$ cat src/iic_irq_gating_defs.vh
// register offsets, field positions and reset values of the interrupt-request gating block
// assumes byte addressing on an APB bus with 32-bit data
`ifndef IIC_IRQ_GATING_DEFS_VH
`define IIC_IRQ_GATING_DEFS_VH

`define ADDR_IRQ_ENABLE 8'h00
`define ADDR_STATUS 8'h04
`define ADDR_CONFIG 8'h08
`define ADDR_EVENT_STATUS 8'h0C
`define ADDR_EVENT_MASK 8'h10

`define BIT_TX_EMPTY_EN 7
`define BIT_TX_END_EN 6
`define BIT_RX_FULL_EN 5
`define BIT_NO_ACK_EN 4

`define BIT_TX_EMPTY_FLAG 7
`define BIT_TX_END_FLAG 6
`define BIT_RX_FULL_FLAG 5
`define BIT_NO_ACK_FLAG 4
`define BIT_ARB_LOST_FLAG 3
`define BIT_DATA_LOST_FLAG 2

`define BIT_SYNC_FORMAT 0

`define EV_WIDTH 6
`define EV_TX_EMPTY 0
`define EV_TX_END 1
`define EV_RX_FULL 2
`define EV_NO_ACK 3
`define EV_ARB_LOST 4
`define EV_DATA_LOST 5

`define RESET_IRQ_ENABLE 8'h00
`define RESET_STATUS 8'h00
`define RESET_EVENT_MASK 6'h00
`define STATUS_USED_BITS 8'hFC

`endif

$ cat src/iic_interrupt_request_gating.v
// interrupt-request gating of a two-wire serial unit: enables, status flags, requests, apb slave
// assumes event inputs are one-cycle pulses from the shift engine on the same clock
//
// The APB interface to the registers and the address map were chosen for this implementation.
`timescale 1ns/10ps
`default_nettype none
`include "iic_irq_gating_defs.vh"

// Behaviour
// - transmit-empty request stays inactive while its enable is 0
// - in bus format transmit-end request raised at ninth clock rise when empty flag is 1
// - transmit-end request drops when its flag or enable is cleared
// - receive-full request raised once received word sets buffer-full flag
// - in clocked format receive enable also gates the overrun error request
// - receive-full request drops when its flag or enable is cleared
// - no-ack request raised by no-ack or arbitration-lost flag when enabled
// - in clocked format no-ack enable also gates the overrun error request
// - no-ack request drops when no-ack, arbitration-lost and overrun flags are all cleared or enable cleared
// - transmit-empty request follows empty flag and its enable
// - empty flag set when tx buffer word moves into shift register
// - in bus format transmit-end flag set at ninth clock rise if empty
module iic_interrupt_request_gating (
  input wire i_clock,
  input wire i_reset_n,
  input wire i_psel,
  input wire i_penable,
  input wire i_pwrite,
  input wire [7:0] i_paddr,
  input wire [31:0] i_pwdata,
  output wire [31:0] o_prdata,
  output wire o_pready,
  output wire o_pslverr,
  input wire i_tx_to_shift,
  input wire i_tx_buffer_write,
  input wire i_ninth_clock_rise,
  input wire i_final_bit_sent,
  input wire i_rx_to_buffer,
  input wire i_rx_buffer_read,
  input wire i_no_ack_detected,
  input wire i_arbitration_lost,
  input wire i_overrun,
  output wire o_sync_format,
  output wire o_tx_empty_irq,
  output wire o_tx_end_irq,
  output wire o_rx_full_irq,
  output wire o_no_ack_irq,
  output wire o_error_irq,
  output wire o_irq
);

  reg [7:0] irq_enable_q;
  reg [7:0] irq_enable_d;

  reg [7:0] status_q;
  wire [7:0] status_d;
  reg [7:0] seen_one_q;
  wire [7:0] seen_one_d;

  reg sync_format_q;
  reg sync_format_d;

  reg [`EV_WIDTH-1:0] event_q;
  wire [`EV_WIDTH-1:0] event_d;
  reg [`EV_WIDTH-1:0] mask_q;
  reg [`EV_WIDTH-1:0] mask_d;

  reg [31:0] prdata_q;
  reg [31:0] prdata_d;
  reg decode_hit;
  reg set_tx_end;

  // apb phases
  wire setup = i_psel & ~i_penable;
  wire access = i_psel & i_penable;
  wire wr = access & i_pwrite;
  wire rd = access & ~i_pwrite;

  // one strobe per register access that changes state
  wire wr_enable = wr & (i_paddr == `ADDR_IRQ_ENABLE);
  wire wr_status = wr & (i_paddr == `ADDR_STATUS);
  wire rd_status = rd & (i_paddr == `ADDR_STATUS);
  wire wr_config = wr & (i_paddr == `ADDR_CONFIG);
  wire rd_event = rd & (i_paddr == `ADDR_EVENT_STATUS);
  wire wr_mask = wr & (i_paddr == `ADDR_EVENT_MASK);

  // enable bits of the irq enable register
  wire tx_empty_en = irq_enable_q[`BIT_TX_EMPTY_EN];
  wire tx_end_en = irq_enable_q[`BIT_TX_END_EN];
  wire rx_full_en = irq_enable_q[`BIT_RX_FULL_EN];
  wire no_ack_en = irq_enable_q[`BIT_NO_ACK_EN];

  // flags of the status register
  wire tx_empty_flag = status_q[`BIT_TX_EMPTY_FLAG];
  wire tx_end_flag = status_q[`BIT_TX_END_FLAG];
  wire rx_full_flag = status_q[`BIT_RX_FULL_FLAG];
  wire no_ack_flag = status_q[`BIT_NO_ACK_FLAG];
  wire arb_lost_flag = status_q[`BIT_ARB_LOST_FLAG];
  wire data_lost_flag = status_q[`BIT_DATA_LOST_FLAG];

  // hardware flag set events
  wire set_tx_empty = i_tx_to_shift;
  wire set_rx_full = i_rx_to_buffer;
  wire set_no_ack = i_no_ack_detected;
  wire set_arb_lost = i_arbitration_lost;
  wire set_data_lost = i_overrun;

  // bus format looks at the registered empty flag when the ninth clock rises
  always @*
  begin
    if (sync_format_q)
    begin
      set_tx_end = i_final_bit_sent;
    end
    else
    begin
      set_tx_end = i_ninth_clock_rise & tx_empty_flag;
    end
  end

  wire [7:0] flag_set = {set_tx_empty, set_tx_end, set_rx_full, set_no_ack, set_arb_lost, set_data_lost, 2'b00};
  wire [`EV_WIDTH-1:0] event_set = {set_data_lost, set_arb_lost, set_no_ack, set_rx_full, set_tx_end, set_tx_empty};

  // tx buffer writes and rx buffer reads also clear flags
  wire [7:0] hw_clear = {i_tx_buffer_write, i_tx_buffer_write, i_rx_buffer_read, 5'h00};
  wire [7:0] used_bits = `STATUS_USED_BITS;
  wire [7:0] reset_status = `RESET_STATUS;

  // read words, unused upper bits read as 0
  wire [31:0] word_enable = {24'h000000, irq_enable_q};
  wire [31:0] word_status = {24'h000000, status_q};
  wire [31:0] word_config = {31'h0, sync_format_q};
  wire [31:0] word_event = {{(32-`EV_WIDTH){1'b0}}, event_q};
  wire [31:0] word_mask = {{(32-`EV_WIDTH){1'b0}}, mask_q};

  always @*
  begin
    case (i_paddr)
      `ADDR_IRQ_ENABLE: decode_hit = 1'b1;
      `ADDR_STATUS: decode_hit = 1'b1;
      `ADDR_CONFIG: decode_hit = 1'b1;
      `ADDR_EVENT_STATUS: decode_hit = 1'b1;
      `ADDR_EVENT_MASK: decode_hit = 1'b1;
      default: decode_hit = 1'b0;
    endcase
  end

  // read data is loaded in the setup cycle and stands through the access phase
  always @*
  begin
    if (setup)
    begin
      case (i_paddr)
        `ADDR_IRQ_ENABLE: prdata_d = word_enable;
        `ADDR_STATUS: prdata_d = word_status;
        `ADDR_CONFIG: prdata_d = word_config;
        `ADDR_EVENT_STATUS: prdata_d = word_event;
        `ADDR_EVENT_MASK: prdata_d = word_mask;
        default: prdata_d = 32'h00000000;
      endcase
    end
    else
    begin
      prdata_d = prdata_q;
    end
  end

  // irq enable register, written as a whole byte
  always @*
  begin
    if (wr_enable)
    begin
      irq_enable_d = i_pwdata[7:0];
    end
    else
    begin
      irq_enable_d = irq_enable_q;
    end
  end

  // format select: 1 is the clocked synchronous format
  always @*
  begin
    if (wr_config)
    begin
      sync_format_d = i_pwdata[`BIT_SYNC_FORMAT];
    end
    else
    begin
      sync_format_d = sync_format_q;
    end
  end

  // mask of the sticky events behind the summary interrupt
  always @*
  begin
    if (wr_mask)
    begin
      mask_d = i_pwdata[`EV_WIDTH-1:0];
    end
    else
    begin
      mask_d = mask_q;
    end
  end

  genvar b;

  // a flag clears by writing 0 after it was read as 1; a hardware set in the same cycle wins
  generate
    for (b = 0; b < 8; b = b + 1)
    begin : g_status_bit
      wire sw_clear = wr_status & seen_one_q[b] & ~i_pwdata[b];
      wire kept = status_q[b] & ~(sw_clear | hw_clear[b]);
      wire seen_wr = seen_one_q[b] & i_pwdata[b];
      wire seen_rd = seen_one_q[b] | status_q[b];
      wire seen_next = wr_status ? seen_wr : (rd_status ? seen_rd : seen_one_q[b]);
      assign status_d[b] = used_bits[b] & (kept | flag_set[b]);
      assign seen_one_d[b] = seen_next & status_d[b];

      always @(posedge i_clock)
      begin
        if (!i_reset_n)
        begin
          status_q[b] <= reset_status[b];
        end
        else
        begin
          status_q[b] <= status_d[b];
        end
      end

      // remembers which flags software has read as 1
      always @(posedge i_clock)
      begin
        if (!i_reset_n)
        begin
          seen_one_q[b] <= 1'b0;
        end
        else
        begin
          seen_one_q[b] <= seen_one_d[b];
        end
      end
    end
  endgenerate

  // sticky events: a read clears them, a new event in the same cycle wins
  generate
    for (b = 0; b < `EV_WIDTH; b = b + 1)
    begin : g_event_bit
      assign event_d[b] = (event_q[b] & ~rd_event) | event_set[b];

      always @(posedge i_clock)
      begin
        if (!i_reset_n)
        begin
          event_q[b] <= 1'b0;
        end
        else
        begin
          event_q[b] <= event_d[b];
        end
      end
    end
  endgenerate

  // enables reset to 0, so no request can stand after reset
  always @(posedge i_clock)
  begin
    if (!i_reset_n)
    begin
      irq_enable_q <= `RESET_IRQ_ENABLE;
    end
    else
    begin
      irq_enable_q <= irq_enable_d;
    end
  end

  // format select
  always @(posedge i_clock)
  begin
    if (!i_reset_n)
    begin
      sync_format_q <= 1'b0;
    end
    else
    begin
      sync_format_q <= sync_format_d;
    end
  end

  // event mask
  always @(posedge i_clock)
  begin
    if (!i_reset_n)
    begin
      mask_q <= `RESET_EVENT_MASK;
    end
    else
    begin
      mask_q <= mask_d;
    end
  end

  // read data register
  always @(posedge i_clock)
  begin
    if (!i_reset_n)
    begin
      prdata_q <= 32'h00000000;
    end
    else
    begin
      prdata_q <= prdata_d;
    end
  end

  // apb answer: no wait states, error on an unmapped access
  wire bad_access = access & ~decode_hit;
  assign o_prdata = prdata_q;
  assign o_pready = 1'b1;
  assign o_pslverr = bad_access;
  assign o_sync_format = sync_format_q;

  // flag conditions behind each request
  wire tx_empty_cond = tx_empty_flag;
  wire tx_end_cond = tx_end_flag;
  wire rx_full_cond = rx_full_flag;
  wire no_ack_cond = no_ack_flag | arb_lost_flag | (sync_format_q & data_lost_flag);
  wire error_cond = sync_format_q & data_lost_flag;

  // request levels: flag condition AND enable, withdrawn once either is cleared
  assign o_tx_empty_irq = tx_empty_en & tx_empty_cond;
  assign o_tx_end_irq = tx_end_en & tx_end_cond;
  assign o_rx_full_irq = rx_full_en & rx_full_cond;
  assign o_no_ack_irq = no_ack_en & no_ack_cond;
  // overrun error needs both receive and no-ack enables in clocked format
  assign o_error_irq = error_cond & rx_full_en & no_ack_en;

  // summary interrupt from the sticky events under the mask
  assign o_irq = |(event_q & mask_q);

endmodule // iic_interrupt_request_gating
`default_nettype wire

$ cat config.mk
export PLATFORM = sky130hd
export DESIGN_NAME = iic_interrupt_request_gating
export DESIGN_NICKNAME = d
export VERILOG_FILES = /design/src/iic_interrupt_request_gating.v
export VERILOG_INCLUDE_DIRS = /design/src /design/src/src
export SDC_FILE = /design/constraint.sdc
export NUM_CORES = 1
export LEC_CHECK = 0
export BUFFER_PORTS_ARGS = -buffer_cell sky130_fd_sc_hd__buf_2
export CAP_MARGIN = 10
export CORE_UTILIZATION = 47
export DETAILED_ROUTE_END_ITERATION = 10
export PLACE_DENSITY = 0.8
export SYNTH_ARGS = -nofsm -noshare
export SYNTH_HDL_FRONTEND = slang
export SYNTH_SLANG_ARGS = --single-unit
$ cat constraint.sdc
create_clock -name i_clock -period 1.92 [get_ports i_clock]
set_input_delay 0.384 -clock i_clock [delete_from_list [all_inputs] [get_ports i_clock]]
set_output_delay 0.384 -clock i_clock [all_outputs]
set_load 0.03 [all_outputs]
==> results of run 1 <==
-- final cells by class --
type / instances / area (sq um)
fillers: 427 / 1940
multi-input cells: 196 / 1190
flip-flops and latches: 41 / 821
repair buffers: 52 / 278
clock buffers: 7 / 96.3
well taps: 52 / 65.1
inverters: 4 / 15.0
clock inverters: 1 / 5.00
-- critical path, delay by kind of cell --
kind            cells  cell delay [ns]
simple gates        2             0.58
buf+inv             2             0.30
compound gates      1             0.09
-- worst min-delay path by stage --
stage,from,endpoint,cells after the start
2_1_floorplan,seen_one_q[5],rx_full_cond,1
3_3_place_gp,seen_one_q[5],rx_full_cond,1
3_5_place_dp,o_prdata[7],o_prdata[7],2
4_1_cts,i_arbitration_lost,event_q[4],2
5_1_grt,i_pwdata[6],irq_enable_q[6],3
6_report,i_arbitration_lost,event_q[4],2
-- sequential cells by signal, indices dropped and copies added (netlist names), 6 cells and up --
| name | cells |
|---|---|
| irq_enable_q | 8 |
| seen_one_q | 6 |
| o_prdata | 8 |
| mask_q | 6 |
| event_q | 6 |
-- power by group --
group | switching, mW | internal, mW
clock network | 0.288 | 0.325
registers | 0.0228 | 0.871
logic | 0.163 | 0.0738
-- kinds of logic (layout without fill, tap and decap cells) --
group | count (synthesis) | after routing | share of synthesized area (%)
other cells | 2 | 25 | 0.345
compound gates | 64 | 64 | 19.4
flops | 41 | 41 | 37.7
mux | 12 | 12 | 5.69
simple gates | 95 | 95 | 25.5
buf+inv | 39 | 64 | 11.3
-- layout by cell type (no fill, tap or decap), drive strengths merged, types with 2 or more instances in the layout --
| cell | count |
|---|---|
| and3 | 2 |
| nand2 | 19 |
| nor4 | 3 |
| a22o | 11 |
| dfxtp | 41 |
| nand4b | 4 |
| a22oi | 3 |
| o32ai | 2 |
| o21ai | 22 |
| mux2 | 3 |
| nor3 | 5 |
| or2 | 2 |
| nand4 | 2 |
| nor2 | 13 |
| nand2b | 5 |
| buf | 52 |
| nand3 | 22 |
| a21o | 2 |
| conb | 25 |
| a31oi | 2 |
| a21oi | 9 |
| inv | 4 |
| clkbuf | 7 |
| o22ai | 4 |
| and4 | 2 |
| and2 | 4 |
| and2b | 2 |
| mux2i | 9 |
| nor2b | 6 |
-- layer usage --
layer  up-vias  routed length, um  GRT usage (%)
met3         9                344           5.63
met4         0                117           9.56
li1        963                  -              -
met1       894               2180           27.1
met2        83               2280           31.3
met5         -                  0              0
==> impl_summary.txt, run 1 <==
----------------------------------------------------
[Layout]
  Final Instance Count excl. Fillers ... 353
  Count of nets after finishing ... 354
  Layout cells sized above 1 ... 23.9%
  Relative area change from synthesis to final layout ... 13.7%
  Layout Utilization ... 56.1%
  Final Instance Area ... 2470 sq um
  # diodes ... 0

[Worst setup path]
  Data arrival, critical path ... 1.34 ns
  Maximum fanout encountered on the critical timing path ... 7
  Worst reg-to-reg path cell count ... 4
  Critical path data required time ... 1.54 ns
  Endpoint of the most critical register-to-register path ... seen_one_q[6]
  Worst Setup Start Kind ... input port
  Slowest CP cell ... nor4_4
  Worst Setup Path Type ... input port to output pin
  Largest stage delay on the critical path ... 0.31 ns
  Reg-to-reg slack, setup ... 0.60 ns
  First element of the critical path ... i_paddr[1]
  Most common cell type on the critical path ... buf_2
  Cell chain of the critical path ... buf_2, nor4_4, and2b_2, a21oi_1, buf_2
  Worst R2R Start ... o_sync_format
  Timing endpoint of the critical path ... o_pslverr
  Type of destination of the critical path ... output pin

[Clocking]
  Clock slew at reported path FFs ... 0.07 ns
  Number of setup buffers added after CTS ... 0
  CTS buffer count ... 5
  CTS Root Cell ... clkbuf_8
  Deepest clock path buffer count ... 2
  Latest clock arrival within the worst-skew pair ... 0.29 ns
  Count of hold-fix buffers inserted at cts ... 0
  Number of clock sinks ... 41
  Deepest level of the CTS H-tree ... 2
  CTS tree ... yes
  Number of resized instances in the post-cts repair step ... 0

[Yosys]
  Mapped Avg Cell Area ... 8.60 sq um
  Number of distinct standard cells referenced by the synthesized netlist ... 46
  Proportion of synthesized flip-flops having asynchronous set or reset ... 0%
  Cell taking the most area after synthesis ... dfxtp_1
  Most area-consuming cells after synthesis ... dfxtp_1, buf_4, nand3_1
  Synth Register Bits ... 41
  Leading cell type by number of instances after synthesis ... dfxtp_1
  Gate count after technology mapping ... 253
  Netlist Area Pre-Place ... 2180 sq um
  Seq/Total Area, Yosys ... 37.7%
  Ys flop type ... dfxtp_1
  Top cell type's share of synthesized area ... 37.7%
  Number of flops mapped to enable cells by yosys ... 0
  Commonest cells in the netlist ... dfxtp_1, buf_4, nand3_1, o21ai_0, nand2_1
  Total of warnings raised by yosys ... 0

[Route]
  Post-route DRC ... 0
  Vias/cell ... 5.52
  Pre-antenna DRT Iters ... 4
  DRC marker count from the first detailed-route iteration ... 168
  Number of antenna-violating nets in the routed design ... 0
  Routed WL per cell ... 13.9 um
  Total wirelength of the detailed-routed design ... 4920 um
  Total number of vias ... 1,949

[Min path]
  Path class of the lowest-slack min-delay path ... input port to register

[Timing]
  Maximum operating frequency ... 579 MHz
  Number of failing setup endpoints in the final timing report ... 0
  Unrepaired setup endpoints after global routing ... no
  Final hold violations ... 0
  Accumulated negative setup slack ... 0 ns
  Post-route clock skew ... 0.00360 ns
  Transition time at the pin with the least slew margin ... 0.621 ns
  Share of the clock period used by the worst path after layout ... 90.0%
  Setup ws final ... 0.192 ns
  Worst rel slew slack ... 58.4%
  Final critical delay including setup and external delays ... 1.73 ns
  Total count of max-transition violations in the final report ... 0
  Post-Route Hold Slack ... 0.343 ns

[Placed design]
  Worst setup slack before clock tree synthesis ... 0.165 ns
  Weighted congestion reported at the end of routability-driven placement ... 0.814
  Post-DP HPWL ... 3700 um
  Post-Place Cells ... 345
  Number of port buffers ... 45
  Placement-stage cell area ... 2370 sq um

[Floorplanning]
  Effective utilization at floorplan ... 49.3%
  Overall die area ... 4910 sq um
  Overall die width ... 70.0 um
  Top-Level Pins ... 95
  Number of rows in the core area ... 24
  Die H ... 70.0 um
  Area of the core ... 4410 sq um

[Global route]
  Initial antenna violation count ... 0
  Global-route wire length before repair ... 7980 um
  Pin count of the biggest net entering global routing ... 22
  Overall routing resource usage ... 20.6%
  Vias in the first global route ... 1,719
  Overflow left after global routing ... 0

[Flow run]
  Reported max-cap violation count ... 0

[Pwr]
  Total Power ... 1.74 mW
  Lkg Pwr ... 1.10 nW
  Worst vdd rail ir drop ... 0.387 mV
  Power density relative to cell area ... 705 nW/um^2

[Status]
  Result of the run ... complete, no violations

----------------------------------------------------
Power figures use the tool's default switching activity.
==> inputs of run 2 (changes only) <==
- SETUP_SLACK_MARGIN: unset -> 0.3
==> run 2 against run 1 <==
- non-clock buffer count is 1 higher
- sequential cell count unchanged
- final cell count increased by 0.28%
- critical path type unchanged
- largest cell class unchanged
==> impl_summary.txt, run 2 (synthesized netlist as in run 1, its figures left out) <==
----------------------------------------------------
[Min path]
  Path class of the lowest-slack min-delay path ... input port to register
  Worst min-delay path startpoint ... i_rx_to_buffer

[Placed design]
  Number of port buffers ... 45
  Worst setup slack before clock tree synthesis ... 0.164 ns
  Placement-stage cell area ... 2370 sq um
  Post-DP HPWL ... 3650 um
  Weighted congestion reported at the end of routability-driven placement ... 0.840

[Layout]
  Commonest cells after routing, fill and taps aside ... buf_2, dfxtp_1, conb_1, nand3_1, o21ai_0
  Relative area change from synthesis to final layout ... 14.4%
  Count of nets after finishing ... 355
  Filler cell count ... 421
  Final Instance Area ... 2490 sq um
  # diodes ... 0
  Area taken by multi-input logic gates ... 1200 sq um
  Layout Utilization ... 56.4%
  Most common cell after layout, fill and taps aside ... buf_2
  Layout cells sized above 1 ... 25.2%
  Register area ... 823 sq um

[Clocking]
  Latest clock arrival within the worst-skew pair ... 0.30 ns
  CTS Root Cell ... clkbuf_8
  Deepest level of the CTS H-tree ... 2
  Deepest clock path buffer count ... 2
  Clock slew at reported path FFs ... 0.08 ns
  CTS buffer count ... 5
  CTS tree ... yes
  Number of clock sinks ... 41
  Count of hold-fix buffers inserted at cts ... 0

[Flow run]
  Reported max-cap violation count ... 0

[Route]
  Total wirelength of the detailed-routed design ... 4990 um
  Routed WL per cell ... 14.1 um
  Number of antenna-violating nets in the routed design ... 0
  Total number of vias ... 1,952
  Post-route DRC ... 0
  Pre-antenna DRT Iters ... 4
  Vias/cell ... 5.51
  DRC marker count from the first detailed-route iteration ... 155

[Worst setup path]
  First element of the critical path ... i_paddr[1]
  Cell chain of the critical path ... buf_2, nor4_4, and2b_2, a21oi_2, buf_4
  Largest stage delay on the critical path ... 0.30 ns
  Critical path data required time ... 1.54 ns
  Worst R2R Start ... o_sync_format
  Type of destination of the critical path ... output pin
  Data arrival, critical path ... 1.22 ns
  Worst Setup Start Kind ... input port
  Worst Setup Path Type ... input port to output pin
  Slowest CP cell ... nor4_4
  Maximum fanout encountered on the critical timing path ... 2

[Timing]
  Total count of max-transition violations in the final report ... 0
  Final hold violations ... 0
  Post-Route Hold Slack ... 0.327 ns
  Unrepaired setup endpoints after global routing ... yes
  Post-route clock skew ... 0.00669 ns
  Final critical delay including setup and external delays ... 1.60 ns
  Worst rel slew slack ... 56.5%
  Share of the clock period used by the worst path after layout ... 83.4%
  Maximum operating frequency ... 625 MHz
  Accumulated negative setup slack ... 0 ns
  Setup ws final ... 0.319 ns
  Number of failing setup endpoints in the final timing report ... 0
  Transition time at the pin with the least slew margin ... 0.649 ns

[Pwr]
  Lkg Pwr ... 1.11 nW
  Power density relative to cell area ... 698 nW/um^2
  Worst vdd rail ir drop ... 0.286 mV

[Floorplanning]
  Die H ... 70.0 um
  Top-Level Pins ... 95
  Overall die area ... 4910 sq um
  Area of the core ... 4410 sq um
  Number of rows in the core area ... 24
  Overall die width ... 70.0 um
  Effective utilization at floorplan ... 49.3%

[Status]
  Result of the run ... complete, no violations

[Global route]
  Pin count of the biggest net entering global routing ... 31
  Global-route wire length before repair ... 8180 um
  Overall routing resource usage ... 21.0%
  Initial antenna violation count ... 0
  Overflow left after global routing ... 0
  Vias in the first global route ... 1,765

----------------------------------------------------
==> run 2: final timing paths <==
check	to	slack, ns	depth (start not counted)
max reg2reg	seen_one_q[6]	0.67	4
min	event_q[2]	0.33	2
max	o_pslverr	0.32	5
min reg2reg	rx_full_cond	0.45	1
==> run 2: critical path: cells and delay by family <==
family | cells | cell delay (ns)
buf+inv | 2 | 0.28
compound gates | 1 | 0.05
simple gates | 2 | 0.50
==> run 2: layer usage <==
layer	vias to the layer above	global-route usage, %	routed length [um]
met4	0	7.11	74
met2	74	33.5	2320
li1	968	-	-
met1	903	27.2	2270
met5	-	0	0
met3	7	5.92	320
==> run 2: cell type report <==
cell class | instances | share of cell area [%]
multi-input combinational | 196 | 48.3
sequential | 41 | 33.1
timing repair buffer | 53 | 11.6
clock buffer | 6 | 3.32
tap | 52 | 2.61
inverter | 4 | 0.603
clock inverter | 2 | 0.553
==> run 2: power breakdown <==
| group | switching (mW) | internal [mW] | total, mW |
|---|---|---|---|
| Sequential | 0.0223 | 0.872 | 0.894 |
| Clock | 0.312 | 0.291 | 0.604 |
| Combinational | 0.165 | 0.0750 | 0.239 |
==> run 2: through the flow <==
stage,total power [mW],std cells
CTS,1.74,354
floorplan,1.11,276
global route,1.80,354
detailed placement,1.15,344
global placement,1.14,344
finish,1.74,354
==> run 2: repair_timing <==
item	4_1_cts	5_1_grt
endpoints found under the setup margin	2	2
resized for setup	2	3
buffers inserted	2	0
pin swaps	1	1
cloned	0	0
